## src/spir_pkg.sv

```systemverilog
/*
 * Shared constants for the serial receive register slice: register byte
 * addresses, field positions, reset values and widths.
 * Assumes a 32-bit Avalon-MM slave port with byte addresses.
 */
package spir_pkg;
   // widths
   localparam int unsigned ADDR_W   = 32;
   localparam int unsigned DATA_W   = 32;
   localparam int unsigned SEL_N    = 4;
   localparam int unsigned FRAME_W  = 16;
   localparam int unsigned LEN_W    = 4;
   localparam int unsigned IRQ_N    = 6;
   localparam int unsigned SYNC_W   = SEL_N + 2;

   ////////////////////////////////////////////////////////////////////////////
   // register byte addresses
   localparam logic [31:0] CFG_ADDR     = 32'h4005_8000;
   localparam logic [31:0] STAT_ADDR    = 32'h4005_8008;
   localparam logic [31:0] IEN_SET_ADDR = 32'h4005_800c;
   localparam logic [31:0] IEN_CLR_ADDR = 32'h4005_8010;
   localparam logic [31:0] RXF_ADDR     = 32'h4005_8014;
   localparam logic [31:0] TXC_ADDR     = 32'h4005_8020;

   ////////////////////////////////////////////////////////////////////////////
   // field positions
   localparam int unsigned POL_LSB     = 0;   // cfg: select_polarity [3:0]
   localparam int unsigned FRAME_LENGTH_LSB    = 24;  // tx_control: frame_length [27:24]
   localparam int unsigned RXSEL_LSB   = 16;  // receive_frame: rx_select_state [19:16]
   localparam int unsigned SOT_BIT     = 20;  // receive_frame: transfer_start_flag
   localparam int unsigned IRQ_RXRDY   = 0;
   localparam int unsigned IRQ_TXRDY   = 1;
   localparam int unsigned IRQ_RXOV    = 2;
   localparam int unsigned IRQ_TXUR    = 3;
   localparam int unsigned IRQ_SSA     = 4;
   localparam int unsigned IRQ_SSD     = 5;

   ////////////////////////////////////////////////////////////////////////////
   // reset values
   localparam logic [IRQ_N-1:0] IEN_RST  = 6'h00;
   localparam logic [IRQ_N-1:0] STAT_RST = 6'h00;
   localparam logic [SEL_N-1:0] POL_RST  = 4'h0;
   localparam logic [LEN_W-1:0] FRAME_LENGTH_RST = 4'h7;
endpackage : spir_pkg

```

## src/spir_regs.sv

```systemverilog
/*
 * Serial peripheral receive register slice: interrupt enable set/clear,
 * receive frame capture with select state and start flag, sticky event
 * status, and an Avalon-MM slave with waitrequest.
 * Assumes sck_i, sdi_i and sel_i come from pins outside the mclk_i domain
 * and that sck_i is much slower than mclk_i (at least 4 mclk per half period).
 */
// Added by the designer: the Avalon-MM slave port.
`timescale 1ns/10ps
module spir_regs
   import spir_pkg::*;
(
   input  wire logic                          mclk_i,
   input  wire logic                          reset_i,
   input  wire logic [spir_pkg::ADDR_W-1:0]   avs_address_i,
   input  wire logic                          avs_read_i,
   input  wire logic                          avs_write_i,
   input  wire logic [spir_pkg::DATA_W-1:0]   avs_writedata_i,
   output logic      [spir_pkg::DATA_W-1:0]   avs_readdata_o,
   output logic                               avs_waitrequest_o,
   input  wire logic                          sck_i,
   input  wire logic                          sdi_i,
   input  wire logic [spir_pkg::SEL_N-1:0]    sel_i,
   output logic                               irq_o
);
   import spir_pkg::*;

   ////////////////////////////////////////////////////////////////////////////
   // pin synchronisers
   logic [SYNC_W-1:0] pins_s;
   logic              sck_s;
   logic              sdi_s;
   logic [SEL_N-1:0]  sel_s;

   spir_sync #(.W(SYNC_W)) u_sync (
      .clk_i   (mclk_i),
      .reset_i (reset_i),
      .d_i     ({sck_i, sdi_i, sel_i}),
      .q_o     (pins_s)
   );

   assign sck_s = pins_s[SYNC_W-1];
   assign sdi_s = pins_s[SYNC_W-2];
   assign sel_s = pins_s[SEL_N-1:0];

   ////////////////////////////////////////////////////////////////////////////
   // registers
   logic                ack_r;
   logic [IRQ_N-1:0]    ien_r;
   logic [IRQ_N-1:0]    stat_r;
   logic [SEL_N-1:0]    pol_r;
   logic [LEN_W-1:0]    frame_length_r;
   logic [DATA_W-1:0]   rxf_r;
   logic [DATA_W-1:0]   rdata_r;
   logic [FRAME_W-1:0]  shift_r;
   logic [LEN_W-1:0]    bitcnt_r;
   logic                sck_d_r;
   logic                any_d_r;
   logic                sot_pend_r;

   ////////////////////////////////////////////////////////////////////////////
   // bus decode: one wait cycle, request taken when waitrequest is low
   logic go;
   logic go_wr;
   logic go_rd;
   logic hit_cfg;
   logic hit_stat;
   logic hit_set;
   logic hit_clr;
   logic hit_rxf;
   logic hit_txc;
   logic [IRQ_N-1:0] wd_irq;

   assign go       = (avs_read_i | avs_write_i) & ack_r;
   assign go_wr    = go & avs_write_i;
   assign go_rd    = go & avs_read_i;
   assign hit_cfg  = avs_address_i == CFG_ADDR;
   assign hit_stat = avs_address_i == STAT_ADDR;
   assign hit_set  = avs_address_i == IEN_SET_ADDR;
   assign hit_clr  = avs_address_i == IEN_CLR_ADDR;
   assign hit_rxf  = avs_address_i == RXF_ADDR;
   assign hit_txc  = avs_address_i == TXC_ADDR;
   assign wd_irq   = avs_writedata_i[IRQ_N-1:0];
   assign avs_waitrequest_o = (avs_read_i | avs_write_i) & ~ack_r;
   assign avs_readdata_o    = rdata_r;

   // unmapped and write-only addresses read as zero
   logic [DATA_W-1:0] rmux;
   assign rmux = hit_cfg  ? {28'h0000000, pol_r} :
                 hit_stat ? {26'h0000000, stat_r} :
                 hit_set  ? {26'h0000000, ien_r} :
                 hit_rxf  ? rxf_r :
                 hit_txc  ? {4'h0, frame_length_r, 24'h000000} :
                 32'h0000_0000;

   // read data is captured in the wait cycle and stands at the taking edge
   always_ff @(posedge mclk_i or posedge reset_i) begin
      if (reset_i) begin
         ack_r   <= 1'b0;
         rdata_r <= 32'h0000_0000;
      end else begin
         ack_r   <= (avs_read_i | avs_write_i) & ~ack_r;
         rdata_r <= rmux;
      end
   end

   ////////////////////////////////////////////////////////////////////////////
   // select activity and its edges
   logic [SEL_N-1:0] sel_act;
   logic             any_act;
   logic             ev_assert;
   logic             ev_deassert;
   logic             sck_rise;

   assign sel_act     = ~(sel_s ^ pol_r);  // polarity bit 1 means active high
   assign any_act     = |sel_act;
   assign ev_assert   = any_act & ~any_d_r;
   assign ev_deassert = ~any_act & any_d_r;
   assign sck_rise    = sck_s & ~sck_d_r;

   ////////////////////////////////////////////////////////////////////////////
   // frame assembly
   logic                 shift_en;
   logic                 store;
   logic [FRAME_W-1:0]   shift_nxt;
   logic [FRAME_W:0]     len_one;
   logic [FRAME_W-1:0]   len_mask;
   logic [DATA_W-1:0]    rxf_nxt;
   logic                 overrun;

   assign shift_en  = sck_rise & any_act;
   assign shift_nxt = {shift_r[FRAME_W-2:0], sdi_s};
   assign store     = shift_en & (bitcnt_r == frame_length_r);
   // ones in the low frame_length+1 positions
   assign len_one   = 17'h00001 << ({1'b0, frame_length_r} + 5'h01);
   assign len_mask  = 16'(len_one - 17'h00001);
   // data, active-low select state, start flag packed together; a frame that
   // lands in the very cycle a select goes active is still the first one
   assign rxf_nxt   = {11'h000, sot_pend_r | ev_assert, ~sel_act,
                       shift_nxt & len_mask};
   assign overrun   = store & stat_r[IRQ_RXRDY];

   // bit counter restarts whenever no select is active
   always_ff @(posedge mclk_i or posedge reset_i) begin
      if (reset_i) begin
         sck_d_r  <= 1'b0;
         any_d_r  <= 1'b0;
         shift_r  <= 16'h0000;
         bitcnt_r <= 4'h0;
      end else begin
         sck_d_r  <= sck_s;
         any_d_r  <= any_act;
         shift_r  <= shift_en ? shift_nxt : shift_r;
         bitcnt_r <= ~any_act ? 4'h0 : store ? 4'h0 : shift_en ? bitcnt_r + 4'h1 : bitcnt_r;
      end
   end

   // frame register has no reset: contents undefined until first frame
   always_ff @(posedge mclk_i) begin
      if (store) begin
         rxf_r <= rxf_nxt;  // bus writes never reach it
      end
   end

   // start flag pends from select assertion to the next frame stored in a later cycle
   always_ff @(posedge mclk_i or posedge reset_i) begin
      if (reset_i) begin
         sot_pend_r <= 1'b0;
      end else if (ev_assert) begin
         sot_pend_r <= 1'b1;
      end else if (store) begin
         sot_pend_r <= 1'b0;
      end
   end

   ////////////////////////////////////////////////////////////////////////////
   // configuration registers
   always_ff @(posedge mclk_i or posedge reset_i) begin
      if (reset_i) begin
         pol_r  <= POL_RST;
         frame_length_r <= FRAME_LENGTH_RST;
      end else begin
         pol_r  <= (go_wr & hit_cfg) ? avs_writedata_i[POL_LSB+:SEL_N] : pol_r;
         frame_length_r <= (go_wr & hit_txc) ? avs_writedata_i[FRAME_LENGTH_LSB+:LEN_W] : frame_length_r;
      end
   end

   ////////////////////////////////////////////////////////////////////////////
   // interrupt enables: set register ors in, clear register masks out
   logic [IRQ_N-1:0] ien_nxt;
   assign ien_nxt = (go_wr & hit_set) ? (ien_r | wd_irq) :
                    (go_wr & hit_clr) ? (ien_r & ~wd_irq) :
                    ien_r;

   always_ff @(posedge mclk_i or posedge reset_i) begin
      if (reset_i) begin
         ien_r <= IEN_RST;
      end else begin
         ien_r <= ien_nxt;
      end
   end

   ////////////////////////////////////////////////////////////////////////////
   // event status: rx ready is data-unread, others sticky write-one-clear
   logic [IRQ_N-1:0] ev_set;
   logic [IRQ_N-1:0] w1c;
   logic [IRQ_N-1:0] stat_nxt;
   logic             rd_frame;

   assign rd_frame = go_rd & hit_rxf;
   assign ev_set   = {ev_deassert, ev_assert, 1'b0, overrun, 1'b0, store};
   assign w1c      = (go_wr & hit_stat) ? wd_irq : 6'h00;
   // a new event in the clearing cycle survives: set wins
   assign stat_nxt = ev_set | (stat_r & ~w1c & ~{5'h00, rd_frame});

   always_ff @(posedge mclk_i or posedge reset_i) begin
      if (reset_i) begin
         stat_r <= STAT_RST;
      end else begin
         stat_r <= stat_nxt;
      end
   end

   // level interrupt while any enabled status bit stands
   assign irq_o = |(stat_r & ien_r);

   // reference for the start flag: frames stored since the last select assertion,
   // saturating at 2 so a long transfer never wraps back to "first"
   logic [1:0] frm_cnt_r;

   always_ff @(posedge mclk_i or posedge reset_i) begin
      if (reset_i) begin
         frm_cnt_r <= 2'h2;
      end else if (ev_assert) begin
         frm_cnt_r <= {1'b0, store};
      end else if (store && frm_cnt_r != 2'h2) begin
         frm_cnt_r <= frm_cnt_r + 2'h1;
      end
   end
endmodule // spir_regs

```

## src/spir_sync.sv

```systemverilog
/*
 * Two-flop level synchroniser, one lane per bit.
 * Assumes inputs are asynchronous to clk_i; the first stage feeds only the
 * second stage.
 */
`timescale 1ns/10ps
module spir_sync #(
   parameter int unsigned W = 1
) (
   input  wire logic         clk_i,
   input  wire logic         reset_i,
   input  wire logic [W-1:0] d_i,
   output logic      [W-1:0] q_o
);
   logic [W-1:0] meta_r;

   // first stage is read by the second stage only
   always_ff @(posedge clk_i or posedge reset_i) begin
      if (reset_i) begin
         meta_r <= '0;
         q_o    <= '0;
      end else begin
         meta_r <= d_i;
         q_o    <= meta_r;
      end
   end
endmodule // spir_sync

```

## config.mk

```make
export PLATFORM = sky130hd
export DESIGN_NAME = spir_regs
export DESIGN_NICKNAME = d
export VERILOG_FILES = /design/src/spir_pkg.sv /design/src/spir_regs.sv /design/src/spir_sync.sv
export SDC_FILE = /design/constraint.sdc
export NUM_CORES = 1
export LEC_CHECK = 0
export BUFFER_PORTS_ARGS = -buffer_cell sky130_fd_sc_hd__buf_2
export CORE_MARGIN = 3
export CORE_UTILIZATION = 57
export CTS_CLUSTER_DIAMETER = 200
export CTS_CLUSTER_SIZE = 12
export DETAILED_ROUTE_END_ITERATION = 16
export HOLD_SLACK_MARGIN = 0.15
export PLACE_DENSITY_LB_ADDON = 0.15
export RECOVER_POWER = 50
export SYNTH_ARGS = -nofsm -noshare
export SYNTH_HDL_FRONTEND = slang
export SYNTH_SLANG_ARGS = --single-unit
```

## constraint.sdc

```tcl
create_clock -name mclk_i -period 3.7 [get_ports mclk_i]
set_clock_uncertainty 0.15 [all_clocks]
set_input_delay 0.37 -clock mclk_i [delete_from_list [all_inputs] [get_ports mclk_i]]
set_output_delay 0.37 -clock mclk_i [all_outputs]
set_load 0.005 [all_outputs]
```

Word-level counts from Yosys, hierarchy flattened
Index checks and enable logic that the tools add are counted.
{ "classes": {"addsub": 3, "mul": 0, "div_mod_pow": 0, "n_lt_le_gt_ge": 0, "eq_ne": 8, "shifts": 1, "mux": 13, "bitwise_logic": 35, "reduce_logical": 4} }
{ "ops": {"columns": ["operator", "n"], "rows": [
  ["$eq 32x31->1 const B", 6],
  ["$mux 28", 5],
  ["$and 6x6->6", 4],
  ["$mux 6", 3],
  ["$and 1x1->1", 16],
  ["$and 16x16->16", 1],
  ["$shl 1x5->16 const A", 1],
  ["$sub 16x1->16 const B", 1],
  ["$mux 4", 3],
  ["$not 6->6", 2],
  ["$or 6x6->6", 2],
  ["$not 4->4", 2],
  ["$not 1->6", 1],
  ["$reduce_or 6->1", 1],
  ["$add 4x1->5 const B", 1],
  ["$add 4x1->4 const B", 1],
  ["$eq 4x4->1", 1],
  ["$not 1->1", 4],
  ["$reduce_bool 2->1", 2],
  ["$reduce_or 4->1", 1],
  ["$xor 4x4->4", 1],
  ["$ne 3x1->1 const B", 1],
  ["$mux 1", 2],
  ["$or 1x1->1", 2]
]} }
{ "totals": {"ff_bits": 104, "latch_bits": 0, "ram_bits": 0, "romBits": 0, "in_bits": 74, "out_inout_bits": 34, "wordCells": 78, "memories": 0} }

Longest topological paths before layout
{ "depth": {"depth_word": 9, "mapped_depth": 9, "ltp_nobuf": 7} }

Cells and area by module
Synthesis repeated with hierarchy kept, for this count alone.
{ "hier_totals": {"cells_unflattened": 371, "hier_area_um2": 4433.0} }
{ "by_module_without_submodules": {"columns": ["mod", "instances", "cells_each", "area_per_inst_um2", "seq_area_each_um2"], "rows": [
  ["spir_regs", 1, 358, 4129.0, 2336.0],
  ["spir_sync", 1, 13, 304.0, 300.3]
]} }

Worst setup path before layout
No wires, ideal clock.
{ "synth_path": {"kind": "register to register", "from": "register frame_length_r[1]", "to": "register rxf_r[0], enable pin", "setup_ns": 0.381, "arrival_ns": 1.933, "required_ns": 3.169, "setup_slack_ns": 1.237, "path_stages_with_launch": 5, "n_path_buf": 1, "synth_period_minus_slack_ns": 2.463, "path_cell_list": "dfstp_2 -> clkbuf_1 -> xor2_1 -> nor4_1 -> and2_1"} }
{ "synth_between": {"elab_chain_len": 2} }
{ "synth_rtl": {"columns": ["element", "line_no", "text"], "rows": [
  ["start, declared", "spir_regs.sv:52", "logic [LEN_W-1:0] frame_length_r;"],
  ["start signal, assigned", "spir_regs.sv:184", "frame_length_r <= (go_wr & hit_txc) ? avs_writedata_i[FRAME_LENGTH_LSB+:LEN_W] : frame_length_r;"],
  ["$eq 4x4->1", "spir_regs.sv:133", "assign store = shift_en & (bitcnt_r == frame_length_r);"],
  ["$and 1x1->1", "spir_regs.sv:133", null],
  ["net store", "spir_regs.sv:124", "logic store;"],
  ["end signal, assigned", "spir_regs.sv:161", "rxf_r <= rxf_nxt;"],
  ["end, declared", "spir_regs.sv:53", "logic [DATA_W-1:0] rxf_r;"]
]} }
The timed path passes the listed nets, and every way through them passes these cells.
A chain may end at the register's enable or synchronous reset.

Worst setup path after layout
{ "layout_path": {"from": "register frame_length_r[2]", "to": "register rxf_r[14] (data pin)"} }
{ "layout_between": {"elab_chain_len": 4} }
{ "layout_rtl": {"columns": ["element", "line_no", "text"], "rows": [
  ["$add 4x1->5", "spir_regs.sv:135", "assign len_one = 17'h00001 << ({1'b0, frame_length_r} + 5'h01);"],
  ["$shl 1x5->16", "spir_regs.sv:135", null],
  ["$sub 16x1->16", "spir_regs.sv:136", "assign len_mask = 16'(len_one - 17'h00001);"],
  ["$and 16x16->16", "spir_regs.sv:140", "shift_nxt & len_mask};"],
  ["net rxf_nxt[14]", "spir_regs.sv:128", "logic [DATA_W-1:0] rxf_nxt;"]
]} }
The timed path passes the listed nets, and every way through them passes these cells.

==> flow_summary.json <==
{
  "synth_top_area_share_pct": 44.1,
  "finalSetupViolations": 0,
  "instances_no_fill": 540,
  "cp-start-kind": "flip-flop",
  "drtIter0Drc": 194,
  "synth_area_leaders": "dfrtp_1, edfxtp_1, mux2_2",
  "finalSetupTns_ns": 0,
  "slew_violations": 0,
  "postCtsSetupBuffers": 0,
  "core_area_mm2": 0.00733,
  "htreeDepth": 3,
  "cts_resized": 0,
  "multi_input_area_mm2": 0.00161,
  "drt_wl_total_mm": 8.89,
  "clock.fmax_mhz": 386,
  "drc": 0,
  "whs_ns": 0.171,
  "slew_headroom_pct": 14.4,
  "fill_cells": 532,
  "hold_violations": 0,
  "synth.avg_cell_area_um2": 12.8,
  "crit_path_end_kind": "flip-flop",
  "finish.utilization_pct": 70.7,
  "avgViaCountPerCell": 5.53,
  "synth_cells": 342,
  "ys_warn_count": 0,
  "die_w_um": 93.6,
  "synth-edff-count": 21,
  "worst_pin_slew_ns": 1.28,
  "grtUsageTotal_pct": 21.7,
  "p_per_area_mw_per_mm2": 419,
  "outcome": "completed",
  "dieArea_mm2": 0.00876,
  "synth_top_cell_by_area": "dfrtp_1",
  "clock_latency_ns": 0.35,
  "dr.pass1.iters": 5,
  "synth_most_common_cell": "dfrtp_1",
  "dr_total_vias": 2986,
  "setup.worst_path.class": "flip-flop to flip-flop",
  "cts_tree": "yes",
  "design_area_mm2": 0.00518,
  "ctsLongestPathBuffers": 2,
  "ys.flop_type": "dfrtp_1",
  "boundaryPins": 108,
  "hp-class": "primary input to flip-flop",
  "placed_cells": 508,
  "start_util_pct": 59.7,
  "gr-total-overflow": 0,
  "crit_fanout": 18,
  "yosys-top-cells-count": "dfrtp_1, mux2_2, nand2_1, edfxtp_1, and2_1",
  "drtAntennaViolNets": 0,
  "antenna_found_initial": 0,
  "placed_area_mm2": 0.00484,
  "cts_made_buffers": 9,
  "rows": 31,
  "synth_sequential_area_ratio_pct": 60.3,
  "portBuffers": 78,
  "yosysUniqueCellTypes": 50,
  "period_needed_ns": 2.59,
  "area_growth_pct": 18.5,
  "clk_pin_slew_ns": 0.10,
  "fin_nets": 512,
  "synth-async-reset-ratio_pct": 79.2,
  "cts.sinks": 101,
  "required_ns": 3.74,
  "hold_buffers": 16,
  "maxCapViolCount": 0,
  "antenna_cells": 0,
  "ir_drop_uv": 385,
  "grt_pass1_wl_mm": 14.6,
  "first_global_vias": 2948,
  "grt_max_degree": 35,
  "root_buffer": "clkbuf_8",
  "leakage_nw": 2.32,
  "drive_gt1_share_pct": 28.6,
  "seqCellArea_mm2": 0.00264,
  "dp_hpwl_mm": 6.30,
  "cp_data_arrival_time_ns": 2.63,
  "ys_ff_latch": 101,
  "wl_per_cell_um": 16.5,
  "place_congestion": 0.880,
  "die_y_um": 93.6,
  "grt_setup_unrepaired": "no",
  "synth_area_mm2": 0.00437,
  "period_share_pct": 70.0
}
worst paths after layout:
path                                                from                       to  slack (ns)  cells past startpoint
hold reg to reg               u_sync.meta_r[1]$_DFF_PP0_  u_sync.q_o[1]$_DFF_PP0_        0.20                      0
hold / removal                               avs_write_i          ack_r$_DFF_PP0_        0.17                      3
setup / recovery           frame_length_r[2]$_DFFE_PP1P_      rxf_r[14]$_DFFE_PP_        1.11                      7
setup reg to reg           frame_length_r[2]$_DFFE_PP1P_      rxf_r[14]$_DFFE_PP_        1.11                      7
max in group asynchronous                        reset_i   shift_r[8]$_DFFE_PP0P_        1.18                      4
min in group asynchronous                        reset_i                async pin        0.57                      3
power by group:
part           switching, W  internal [W]  leakage, nW
Combinational     0.0000813      0.000107         1.00
Clock              0.000379      0.000321       0.0968
Sequential        0.0000591       0.00122         1.22
placed cells by master, fill, tap and decap left out, types with 4 or more instances in the layout:
cell type and count:
a22o_1 4, nor2_1 12, xor2_1 10, inv_1 8, a32o_1 8, a21boi_0 8, nor4b_2 6, edfxtp_1 21
nand2b_1 6, and2_1 18, nand2_1 22, clkbuf_1 14, buf_4 5, conb_1 8, and4_1 4, dlygate4sd3_1 16
dfrtp_1 77, mux2_2 25, or4_1 6, nand3_1 9, o41ai_1 4, nor4_2 4, nor2b_1 5, o21ai_0 9
buf_2 65, o2bb2ai_1 4, clkbuf_8 9
layout make-up:
type / instances / share of cell area, %
clock buffers: 9 / 2.39
clock inverters: 7 / 1.54
inverters: 8 / 0.579
multi-input cells: 216 / 31.1
flip-flops and latches: 101 / 50.9
well taps: 99 / 2.39
repair buffers: 100 / 11.1
per-stage QoR:
step | power (W) | setup slack [ns]
floorplan | 0.00140 | 1.13
global placement | 0.00147 | 1.09
detailed placement | 0.00148 | 1.03
CTS | 0.00219 | 1.18
global route | 0.00227 | 0.756
finish | 0.00217 | 1.11
metal layers:
| metal | vias to the layer above | share of wire (%) | GRT usage (%) |
|---|---|---|---|
| met4 | 0 | 1.1 | 7.46 |
| met3 | 7 | 6.3 | 4.18 |
| met2 | 112 | 49 | 34.7 |
| met5 | - | 0 | 0 |
| li1 | 1421 | - | - |
| met1 | 1446 | 43 | 29.9 |
state kept, by name, indices dropped and copies added, names as in the netlist, 4 cells and up, named ones only:
signal,count
frame_length_r,4
u_sync.q_o,6
bitcnt_r,4
u_sync.meta_r,6
pol_r,4
avs_readdata_o,25
shift_r,15
rxf_r,21
stat_r,6
kinds of logic after synthesis:
group,synth area share (%)
other,0.172
and+or+nand+nor,17.4
xor gates and xnor gates,2.00
DFF,60.3
AOI/OAI and AO/OA,9.36
adders and majority gates,0.572
muxes,6.90
buffers and inverters,3.32
critical path: stages, from the launching register on:
cell,delay [ns]
dfstp_1,0.57
nor3_1,0.50
nand2b_1,0.12
ha_1,0.35
nand2b_1,0.23
o21ai_0,0.15
nand3_1,0.09
a21boi_0,0.25
(Power assumes the default switching activity.)
